### config.mk
export PLATFORM = sky130hd
export DESIGN_NAME = adc_ctrl
export DESIGN_NICKNAME = d
export VERILOG_FILES = /design/src/logic/adc_pkg.sv /design/src/logic/adc_ctrl.sv
export VERILOG_INCLUDE_DIRS = /design/src /design/src/logic
export SDC_FILE = /design/constraint.sdc
export NUM_CORES = 1
export LEC_CHECK = 0
export BUFFER_PORTS_ARGS = -buffer_cell sky130_fd_sc_hd__buf_4
export CORE_MARGIN = 4
export CORE_UTILIZATION = 39
export DETAILED_ROUTE_END_ITERATION = 12
export GPL_ROUTABILITY_DRIVEN = 1
export PLACE_DENSITY = 0.56
export SYNTH_ARGS = -nofsm -noshare
export SYNTH_HDL_FRONTEND = slang
export SYNTH_SLANG_ARGS = --single-unit
### constraint.sdc
create_clock -name clock -period 2.8 [get_ports clock]
set_clock_uncertainty 0.1 [all_clocks]
set_input_delay 0.14 -clock clock [delete_from_list [all_inputs] [get_ports clock]]
set_output_delay 0.14 -clock clock [all_outputs]
set_load 0.01 [all_outputs]
### src/logic/adc_consts.svh
/*
  Timing constants for the page-mode DRAM card controller.
  Assumes a 250 MHz controller clock (4 ns period) and the slow speed grade figures.
*/
`ifndef ADC_CONSTS_SVH
`define ADC_CONSTS_SVH
`define ADC_CLK_PS        4000
`define ADC_T_RAS_PS      80000
`define ADC_T_RP_PS       60000
`define ADC_T_RCD_PS      22000
`define ADC_T_CAS_PS      27000
`define ADC_T_CP_PS       10000
`define ADC_T_CAH_PS      15000
`define ADC_T_RAH_PS      12000
`define ADC_T_CSR_PS      17000
`define ADC_T_CHR_PS      20000
`define ADC_T_ACC_PS      80000
`define ADC_T_OFF_PS      27000
`define ADC_T_BBU_RAS_PS  600000
`define ADC_CYC_UP(t)     (((t) + `ADC_CLK_PS - 1) / `ADC_CLK_PS)
`define ADC_CYC_DN(t)     ((t) / `ADC_CLK_PS)
`define ADC_REF_NORM_CYC  3900
`define ADC_REF_BBU_CYC   31250
`define ADC_PWRUP_CYC     50000
`define ADC_INIT_CYCLES   8
`define ADC_CNT_W         20
`endif

### src/logic/adc_pkg.sv
/*
  Types for the page-mode DRAM card controller.
  Assumes adc_consts.svh supplies the numbers.
*/
`default_nettype none
package adc_pkg;
  typedef enum logic [9:0] {
    ADC_PWRUP   = 10'h001,
    ADC_IDLE    = 10'h002,
    ADC_ROW     = 10'h004,
    ADC_COL     = 10'h008,
    ADC_COLHI   = 10'h010,
    ADC_PRECH   = 10'h020,
    ADC_RF_CAS  = 10'h040,
    ADC_RF_RAS  = 10'h080,
    ADC_RF_END  = 10'h100,
    ADC_RAS_END = 10'h200
  } adc_state_t;
endpackage : adc_pkg
`default_nettype wire

### src/logic/adc_ctrl.sv
/*
  Host-side controller for an asynchronous page-mode DRAM card.
  Assumes one 250 MHz clock, synchronous active-high reset, and an external pad
  that resolves data_io from data_out and data_oe.
*/
// Functional notes
// - In backup mode only one column-first refresh every 125 us is issued.
// - Backup refresh keeps row strobe low under 1 us.
// - Backup mode holds address, write and data at stable levels.
// - Row strobe low at least 80 ns, at most 10 us normally.
// - Page mode allows row low up to 100 us, page cycle 57 ns.
// - Row strobe high at least 60 ns between cycles.
// - Column strobe high at least 10 ns between column accesses.
// - Column strobe low at least 27 ns, at most 10 us.
// - Column strobe falls 22 to 53 ns after row strobe falls.
// - Row address set up 7 ns before, held 12 ns after row fall.
// - Column address held at least 15 ns after column strobe falls.
// - Column address set up at least 5 ns before column fall.
// - Write data valid at column fall, held 15 ns after.
// - Write strobe low at least 20 ns before column rise.
// - In reads write strobe stays high until strobes return high.
// - Column-first refresh lowers column strobe 17 ns before row strobe.
// - Write strobe high around the column-first refresh sequence.
// - Row stays low 27 ns after last column fall; 7 ns before next row.
// - All rows refreshed by distributed refresh within 16 ms.
// - Only one side row strobe active in any read or write.
// - Power-up waits 200 us then eight cycles including refresh.
// - All 1024 rows strobed each period; low rows every 8 ms.
`default_nettype none
`include "adc_consts.svh"
module adc_ctrl #(
  parameter int ADDR_W   = 10,
  parameter int DATA_W   = 18,
  parameter int REF_NORM = `ADC_REF_NORM_CYC,
  parameter int REF_BBU  = `ADC_REF_BBU_CYC,
  parameter int PWRUP    = `ADC_PWRUP_CYC
) (
  input  wire logic                clock,
  input  wire logic                rst,
  input  wire logic                req_valid,
  input  wire logic                req_write,
  input  wire logic                req_side,
  input  wire logic                req_page,
  input  wire logic [ADDR_W-1:0]   req_row,
  input  wire logic [ADDR_W-1:0]   req_col,
  input  wire logic [DATA_W-1:0]   req_wdata,
  input  wire logic                backup_mode,
  output logic                     req_ready,
  output logic                     rsp_valid,
  output logic [DATA_W-1:0]        rsp_rdata,
  output logic                     init_done,
  output logic [1:0]               row_strobe_n,
  output logic [1:0]               col_strobe_n,
  output logic                     write_n,
  output logic [ADDR_W-1:0]        addr,
  input  wire logic [DATA_W-1:0]   data_in,
  output logic [DATA_W-1:0]        data_out,
  output logic                     data_oe
);
  localparam int C_RCD = `ADC_CYC_UP(`ADC_T_RCD_PS);
  localparam int C_CAS = `ADC_CYC_UP(`ADC_T_ACC_PS) - C_RCD;
  localparam int C_CP  = `ADC_CYC_UP(`ADC_T_CP_PS) + 1;
  localparam int C_RP  = `ADC_CYC_UP(`ADC_T_RP_PS);
  localparam int C_CSR = `ADC_CYC_UP(`ADC_T_CSR_PS);
  localparam int C_CHR = `ADC_CYC_UP(`ADC_T_RAS_PS);
  localparam int C_BBU = `ADC_CYC_DN(`ADC_T_BBU_RAS_PS);
  localparam int C_OFF = `ADC_CYC_UP(`ADC_T_OFF_PS);

  adc_pkg::adc_state_t st_r, st_nxt;
  logic [`ADC_CNT_W-1:0] cnt_r, cnt_nxt;
  logic [`ADC_CNT_W-1:0] ref_r, ref_nxt;
  logic [3:0]            init_r, init_nxt;
  logic                  ref_due_r, ref_due_nxt;
  logic                  wr_r, wr_nxt, side_r, side_nxt, page_r, page_nxt;
  logic [ADDR_W-1:0]     col_r, col_nxt;
  logic [DATA_W-1:0]     wd_r, wd_nxt;
  logic [1:0]            ras_nxt, cas_nxt;
  logic                  we_nxt, oe_nxt, rdy_nxt, rv_nxt, done_nxt;
  logic [ADDR_W-1:0]     a_nxt;
  logic [DATA_W-1:0]     do_nxt, rd_nxt;

  function automatic logic [1:0] side_sel(input logic s);
    side_sel = s ? 2'h2 : 2'h1;
  endfunction : side_sel

  always_comb begin
    st_nxt = st_r;
    cnt_nxt = (cnt_r != '0) ? cnt_r - 1'b1 : cnt_r;
    ref_nxt = (ref_r != '0) ? ref_r - 1'b1 : ref_r;
    ref_due_nxt = ref_due_r | (ref_r == '0);
    init_nxt = init_r;
    wr_nxt = wr_r;
    side_nxt = side_r;
    page_nxt = page_r;
    col_nxt = col_r;
    wd_nxt = wd_r;
    ras_nxt = row_strobe_n;
    cas_nxt = col_strobe_n;
    we_nxt = write_n;
    oe_nxt = data_oe;
    a_nxt = addr;
    do_nxt = data_out;
    rd_nxt = rsp_rdata;
    rdy_nxt = 1'b0;
    rv_nxt = 1'b0;
    done_nxt = init_done;
    if (ref_r == '0) begin
      ref_nxt = backup_mode ? `ADC_CNT_W'(REF_BBU) : `ADC_CNT_W'(REF_NORM);
    end
    case (st_r)
      adc_pkg::ADC_PWRUP: begin
        if (cnt_r == '0) begin
          st_nxt = adc_pkg::ADC_IDLE;
          ref_due_nxt = 1'b1;
        end
      end
      adc_pkg::ADC_IDLE: begin
        we_nxt = 1'b1;
        oe_nxt = 1'b0;
        // Row address goes out two cycles ahead so it is set up before the row strobe.
        if (req_valid && !backup_mode) begin
          a_nxt = req_row;
        end
        rdy_nxt = init_done && !backup_mode && !ref_due_nxt && cnt_r == '0 && req_valid &&
                  addr == req_row;
        if (cnt_r == '0 && (ref_due_r || !init_done)) begin
          ref_due_nxt = 1'b0;
          cas_nxt = 2'h0;
          cnt_nxt = `ADC_CNT_W'(C_CSR);
          st_nxt = adc_pkg::ADC_RF_CAS;
        end else if (req_ready && req_valid) begin
          a_nxt = req_row;
          rdy_nxt = 1'b0;
          ras_nxt = ~side_sel(req_side);
          wr_nxt = req_write;
          side_nxt = req_side;
          page_nxt = req_page;
          col_nxt = req_col;
          wd_nxt = req_wdata;
          cnt_nxt = `ADC_CNT_W'(C_RCD);
          st_nxt = adc_pkg::ADC_ROW;
        end
      end
      adc_pkg::ADC_ROW: begin
        if (cnt_r == `ADC_CNT_W'(C_RCD - 2)) begin
          a_nxt = col_r;
          we_nxt = !wr_r;
          oe_nxt = wr_r;
          do_nxt = wd_r;
        end
        if (cnt_r == '0) begin
          cas_nxt = 2'h0;
          cnt_nxt = `ADC_CNT_W'(C_CAS);
          st_nxt = adc_pkg::ADC_COL;
        end
      end
      adc_pkg::ADC_COL: begin
        if (cnt_r == '0) begin
          rd_nxt = data_in;
          rv_nxt = !wr_r;
          cas_nxt = 2'h3;
          oe_nxt = 1'b0;
          cnt_nxt = `ADC_CNT_W'(C_CP);
          st_nxt = page_r ? adc_pkg::ADC_COLHI : adc_pkg::ADC_RAS_END;
        end
      end
      adc_pkg::ADC_COLHI: begin
        we_nxt = 1'b1;
        if (cnt_r == '0) begin
          if (req_valid && req_page && req_side == side_r && req_row == a_nxt - a_nxt
              + addr && !ref_due_r && !backup_mode && cnt_r == '0) begin
            rdy_nxt = 1'b1;
          end
          st_nxt = adc_pkg::ADC_RAS_END;
          if (rdy_nxt) begin
            col_nxt = req_col;
            wr_nxt = req_write;
            wd_nxt = req_wdata;
            page_nxt = 1'b1;
            a_nxt = req_col;
            we_nxt = !req_write;
            oe_nxt = req_write;
            do_nxt = req_wdata;
            cnt_nxt = `ADC_CNT_W'(2);
            st_nxt = adc_pkg::ADC_ROW;
          end
        end
      end
      adc_pkg::ADC_RAS_END: begin
        ras_nxt = 2'h3;
        we_nxt = 1'b1;
        cnt_nxt = `ADC_CNT_W'(C_RP);
        st_nxt = adc_pkg::ADC_PRECH;
      end
      adc_pkg::ADC_PRECH: begin
        if (cnt_r == '0) begin
          st_nxt = adc_pkg::ADC_IDLE;
        end
      end
      adc_pkg::ADC_RF_CAS: begin
        if (cnt_r == '0) begin
          ras_nxt = 2'h0;
          cnt_nxt = backup_mode ? `ADC_CNT_W'(C_BBU) : `ADC_CNT_W'(C_CHR);
          st_nxt = adc_pkg::ADC_RF_RAS;
        end
      end
      adc_pkg::ADC_RF_RAS: begin
        if (cnt_r == '0) begin
          ras_nxt = 2'h3;
          cas_nxt = 2'h3;
          cnt_nxt = `ADC_CNT_W'(C_RP);
          st_nxt = adc_pkg::ADC_RF_END;
        end
      end
      default: begin
        if (cnt_r == '0) begin
          if (!init_done) begin
            init_nxt = init_r + 4'h1;
            done_nxt = (init_r == 4'(`ADC_INIT_CYCLES - 1));
          end
          st_nxt = adc_pkg::ADC_IDLE;
        end
      end
    endcase
  end

  always_ff @(posedge clock) begin
    if (rst) begin
      st_r <= adc_pkg::ADC_PWRUP;
      cnt_r <= `ADC_CNT_W'(PWRUP);
      ref_r <= `ADC_CNT_W'(REF_NORM);
      ref_due_r <= 1'b0;
      init_r <= 4'h0;
      wr_r <= 1'b0;
      side_r <= 1'b0;
      page_r <= 1'b0;
      col_r <= '0;
      wd_r <= '0;
      row_strobe_n <= 2'h3;
      col_strobe_n <= 2'h3;
      write_n <= 1'b1;
      data_oe <= 1'b0;
      addr <= '0;
      data_out <= '0;
      rsp_rdata <= '0;
      req_ready <= 1'b0;
      rsp_valid <= 1'b0;
      init_done <= 1'b0;
    end else begin
      st_r <= st_nxt;
      cnt_r <= cnt_nxt;
      ref_r <= ref_nxt;
      ref_due_r <= ref_due_nxt;
      init_r <= init_nxt;
      wr_r <= wr_nxt;
      side_r <= side_nxt;
      page_r <= page_nxt;
      col_r <= col_nxt;
      wd_r <= wd_nxt;
      row_strobe_n <= ras_nxt;
      col_strobe_n <= cas_nxt;
      write_n <= we_nxt;
      data_oe <= oe_nxt;
      addr <= a_nxt;
      data_out <= do_nxt;
      rsp_rdata <= rd_nxt;
      req_ready <= rdy_nxt;
      rsp_valid <= rv_nxt;
      init_done <= done_nxt;
    end
  end
endmodule : adc_ctrl
`default_nettype wire

======== After elaboration in Yosys (flattened, before gate mapping) ========
Index checks and enable logic that the tools add are counted.
storage, ports and cells
  memory bits (writable) .................. 0
  word-level logic and storage cells ...... 186
  register bits after elaboration ......... 141
  output and inout bits ................... 55
  memory bits (read-only) ................. 0
  memories ................................ 0
  input bits .............................. 63
  latch bits .............................. 0
cells by class
  multiplexer cells ....................... 78
  shifts and indexed selects .............. 0
  equality and inequality tests ........... 26
  add/sub/neg operators ................... 5
  div/mod/pow operators ................... 0
  magnitude comparators ................... 0
  bitwise operators ....................... 7
  multiply operators ...................... 0
  reduce and logical (&&, ||, !) cells .... 50
operator list
  operator                                              count
  two-way mux 20 bit                                    11
  two-way mux 10 bit                                    18
  case mux 20 bit (7 select lines)                      1
  two-way mux 18 bit                                    5
  case mux 18 bit (2 select lines)                      2
  case mux 10 bit (7 select lines)                      1
  logical NOT 20 bit                                    2
  nonzero test 20 bit                                   2
  subtractor 20 x 1 -> 20 bit, second input constant    2
  case mux 10 bit (3 select lines)                      1
  two-way mux 1 bit                                     22
  equality test 10 bit                                  2
  equality test 20 x 3 -> 1 bit, second input constant  1
  case mux 10 bit (2 select lines)                      1
  != test 2 bit, second input constant                  9
  two-way mux 15 bit                                    1
  AND reduction 5 bit                                   3
  logical AND 1 bit                                     14
  two-way mux 2 bit                                     6
  AND reduction 4 bit                                   3
  nonzero test 3 bit                                    4
  adder 10 bit                                          1
  equality test 10 x 1 -> 1 bit, second input constant  1
  equality test 10 bit, second input constant           1
  other kinds (32)                                      52

======== Logic depth before layout (Yosys ltp) ========
  word-level depth ........................ 13
  gate-level depth with buffers ........... 14

======== Worst setup path before layout ========
Ideal clock, no wire load.
  kind .................................... flip-flop to flip-flop
  start point ............................. register addr[5]
  end point ............................... register addr[6]
  data required time ...................... 2.550 ns
  slack ................................... -0.098 ns
  data arrival time ....................... 2.648 ns
  stages on the path, launching flop included .. 12
  cell sequence ........................... dfxtp_1 -> inv_1 -> ha_1 -> clkbuf_1 -> a21oi_1 -> o21bai_1 -> a211oi_1 -> xnor2_1 -> and4_1 -> and3_4 -> o31ai_4 -> a221oi_1
on the way
  cells in the longest elaborated chain, start to end .. 12
RTL lines
  item                                  line             RTL
  start, declared                       adc_ctrl.sv:55   output logic [ADDR_W-1:0] addr,
  start signal, assigned                adc_ctrl.sv:264  addr <= a_nxt;
  subtractor 10 bit                     adc_ctrl.sv:170  if (req_valid && req_page && req_side == side_r && req_row == a_nxt - a_nxt
  adder 10 bit (*)                      adc_ctrl.sv:171  + addr && !ref_due_r && !backup_mode && cnt_r == '0) begin
  equality test 10 bit (*)              adc_ctrl.sv:170
  logical AND 1 bit (*)                 adc_ctrl.sv:170
  logical AND 1 bit (*) (3 in a row)    adc_ctrl.sv:171
  two-way mux 1 bit (*)                 adc_ctrl.sv:170
  two-way mux 1 bit (*)                 adc_ctrl.sv:169  if (cnt_r == '0) begin
  two-way mux 1 bit (*)                 adc_ctrl.sv:110  case (st_r)
  != test 2 x 1 -> 1 bit (no line) (*)  --
  AND reduction 4 bit (no line) (*)     --
Every way passes the cells marked *; elsewhere a longest branch is shown, timed or not. The select of a mux whose other input is x is not followed.
A chain may end at the register's enable or synchronous reset.

======== Worst setup path in the final report ========
  start point ............................. register addr[1]
  end point ............................... register addr[4]
The elaborated chain is that of the path after synthesis.

==> impl_metrics.ini <==
[yosys]
synth_edf_count = 0
ys_seq_area_share_pct = 34.1
synth_nets = 1101
yosysWarnings = 0
ys.flop_type = dfxtp_1
ys_seq_elements = 140
synth.distinct_cells = 70
async_flop_share_pct = 0
syn_avg_cell_area_sq_um = 8.03
synthCells = 1024
syn-cell-area_sq_mm = 0.00822

[floorplanning]
start_util_pct = 40.1
die_area_sq_mm = 0.0235
coreArea_sq_mm = 0.0205
rows = 52
num_io_pins = 118
die_w_microns = 153
dieHeight_microns = 153

[cells_and_area]
drive_above_1_share_pct = 28.7
nFillCells = 1822
area_growth_pct = 42.9
diodes = 0
fin_util_pct = 57.3
final_nets = 1320
design_area_sq_mm = 0.0118

[worst_setup_path]
crit_path_top_delay_cell = a2111oi_2
crit_type = flip-flop to flip-flop
path_common_cell = buf_12
slowest_delay_ns = 0.41
critPathRequiredTime_ns = 3.03
path_cells = inv_4, ha_4, o211ai_1, nand2_1, a2111oi_2, nor4b_2, and4_4, nand3_4, buf_12, nand3_2, buf_12, a221oi_4
crit_fanout = 11
crit_arrival_ns = 2.98
critPathLaunchType = flip-flop
cp-end-kind = flip-flop

[routing]
viasPerCell = 5.62
dr.pass1.iters = 5
vias = 8579
drc = 0
drtIter0Drc = 445
wl_microns = 26900
antenna_left = 0
wl_per_cell_microns = 17.6

[timing]
hold_viol = 0
whs_ns = 0.141
max_clock_freq_mhz = 364
fin_ws_ns = 0.0554
slew_violations = 0
max_slew.worst_pin.slew_ns = 0.647
finalCritPeriodShare_pct = 98.0
min_period_ns = 2.74
relSlewSlack_pct = 56.8
rsz0062_at_grt = yes
setup_viol = 0

[placed_design]
place_area_sq_mm = 0.0101
gp_congestion = 0.895
post-place-ws_ns = -0.00645
portBuffers = 117
dpl.hpwl_microns = 17800

[grt]
grt_max_degree = 62
antenna_found_initial = 0
grt_pass1_vias = 8079
grt_first_pass_wirelength_microns = 43200
overflow = 0
grt.total_usage_pct = 22.4

[clock_tree]
cts_root_buf = clkbuf_16
clock_latency_ns = 0.43
cts_tree = done
cts-buffers-inserted = 17
cts.htree.levels = 4
path_clk_slew_ns = 0.07
cts_buffer_depth = 2
cts_sinks = 140

[pwr]
p_leak_nw = 4.46
power.ir.vdd_worst_uv = 439
p_per_area_mw_per_mm2 = 410

[min_path]
holdCritPathClass = input pin to flip-flop

[flow_run]
cap_violations = 0

[outcome]
outcome = completed
-- cells in the mapped netlist (all sizes together), types with 2 or more instances --
library cell	n	area, sq um
nand2	164	616
dfxtp	140	2800
clkbuf	68	255
nor2	59	221
a21oi	51	255
xnor2	49	429
a211oi	39	343
o21ai	38	201
inv	37	139
nand4	37	246
a31oi	35	219
nor3	34	191
and4	32	280
o311ai	29	254
nor4	24	193
mux2i	15	150
nand3	15	80.1
buf	14	80.1
ha	14	175
a221oi	13	158
and3	11	73.8
nand2b	11	68.8
a22oi	10	75.1
or3	10	62.6
xor2	10	87.6
or4	6	45.0
a21o	5	37.5
nor4b	5	43.8
o211ai	5	37.5
nor3b	4	35.0
a2111oi	3	45.1
a211o	3	26.3
a311oi	3	26.3
nand4b	3	26.3
nor2b	3	18.8
o21a	3	22.5
o31ai	3	36.3
a41oi	2	17.5
and2	2	12.5
nand3b	2	15.0
o21bai	2	15.0
-- final timing paths --
path	from	endpoint	slack, ns	depth (start not counted)
worst max-delay path	addr[1]	addr[4]	0.06	12
worst max register to register	addr[1]	addr[4]	0.06	12
worst min-delay path	req_row[0]	addr[0]	0.14	5
worst min register to register	ref_r[0]	ref_r[0]	0.35	1
-- sequential cells by signal, indices dropped and copies added, names as in the netlist, 4 cells and up --
| signal | cells |
|---|---|
| cnt_r | 20 |
| addr | 10 |
| init_r | 4 |
| data_out | 18 |
| col_r | 10 |
| ref_r | 20 |
| rsp_rdata | 18 |
| st_r | 10 |
| wd_r | 18 |
-- cells by family after synthesis --
group / share of synthesized area (%)
AND/OR/NAND/NOR: 27.4
AO/OA/AOI/OAI: 22.4
flip-flops: 34.1
buffers and inverters: 5.77
XOR/XNOR: 6.29
multiplexers: 1.96
adder cells (fa/ha/maj): 2.13
-- worst max-delay path: cells and delay by family, from the launching register on --
| family | cells | cell delay [ns] |
|---|---|---|
| compound gates | 3 | 0.88 |
| simple gates | 5 | 0.73 |
| buf+inv | 3 | 0.39 |
| flops | 1 | 0.38 |
| fa+ha+maj | 1 | 0.16 |
-- per-stage QoR --
stage	std cells	total power (W)	TNS, ns
floorplan	1024	0.00226	-0.0197
global placement	1432	0.00242	-0.125
detailed placement	1432	0.00242	-0.0254
CTS	1524	0.00488	-0.000778
global route	1526	0.00499	-0.474
finish	1526	0.00482	0
-- metal layers --
layer / global-route usage [%] / wire (microns) / share of wire, %
met5: 0 / 0 / 0
met4: 5.85 / 465 / 1.7
met1: 30.4 / 12100 / 45
met3: 4.66 / 1690 / 6.3
met2: 36.3 / 12600 / 47
-- repair_timing --
action	CTS	global route
setup buffers	7	5
cloned	4	0
resized for setup	29	53
setup endpoints to repair	26	78
endpoints found under the hold margin	51	0
pin swaps	11	26
hold buffers	50	0
-- area by class of cell --
cell class	instances	area, sq um	share of cell area [%]
clock inverters	14	185	1.58
clock buffers	18	429	3.65
inverters	37	145	1.23
multi-input cells	765	5330	45.4
repair buffers	282	2500	21.2
flip-flops and latches	140	2830	24.0
well taps	270	338	2.87
-- cell usage in the layout (no fill, tap or decap), types with 6 or more instances in the layout --
cell type / synthesis / routed
nand4_1: 36 / 36
or3_1: 10 / 10
nand2_1: 164 / 163
buf_4: 2 / 208
a22oi_1: 10 / 10
xnor2_1: 49 / 46
dfxtp_1: 140 / 132
nand3_1: 14 / 13
nor4_1: 20 / 19
a221oi_2: 7 / 9
a31oi_1: 35 / 34
a211oi_1: 29 / 21
o21ai_0: 23 / 23
dlygate4sd3_1: 0 / 50
clkbuf_16: 0 / 17
inv_1: 36 / 29
xor2_1: 10 / 9
o311ai_1: 29 / 25
nor3_1: 31 / 30
mux2i_1: 15 / 14
a21oi_1: 51 / 45
ha_1: 14 / 6
and4_1: 32 / 30
a211oi_2: 10 / 18
ha_4: 0 / 8
and3_1: 10 / 8
nor2_1: 59 / 58
buf_12: 0 / 15
buf_6: 1 / 7
o21ai_1: 14 / 14
nand2b_1: 11 / 11
-- power by group --
part / switching (W) / total [W] / leakage, nW / internal, W
Combinational: 0.000206 / 0.000409 / 3.04 / 0.000203
Clock: 0.000958 / 0.00238 / 0.290 / 0.00142
Sequential: 0.0000220 / 0.00203 / 1.14 / 0.00201
Total: 0.00119 / 0.00482 / 4.46 / 0.00363
Note: power is estimated with default switching activity, not from simulation.
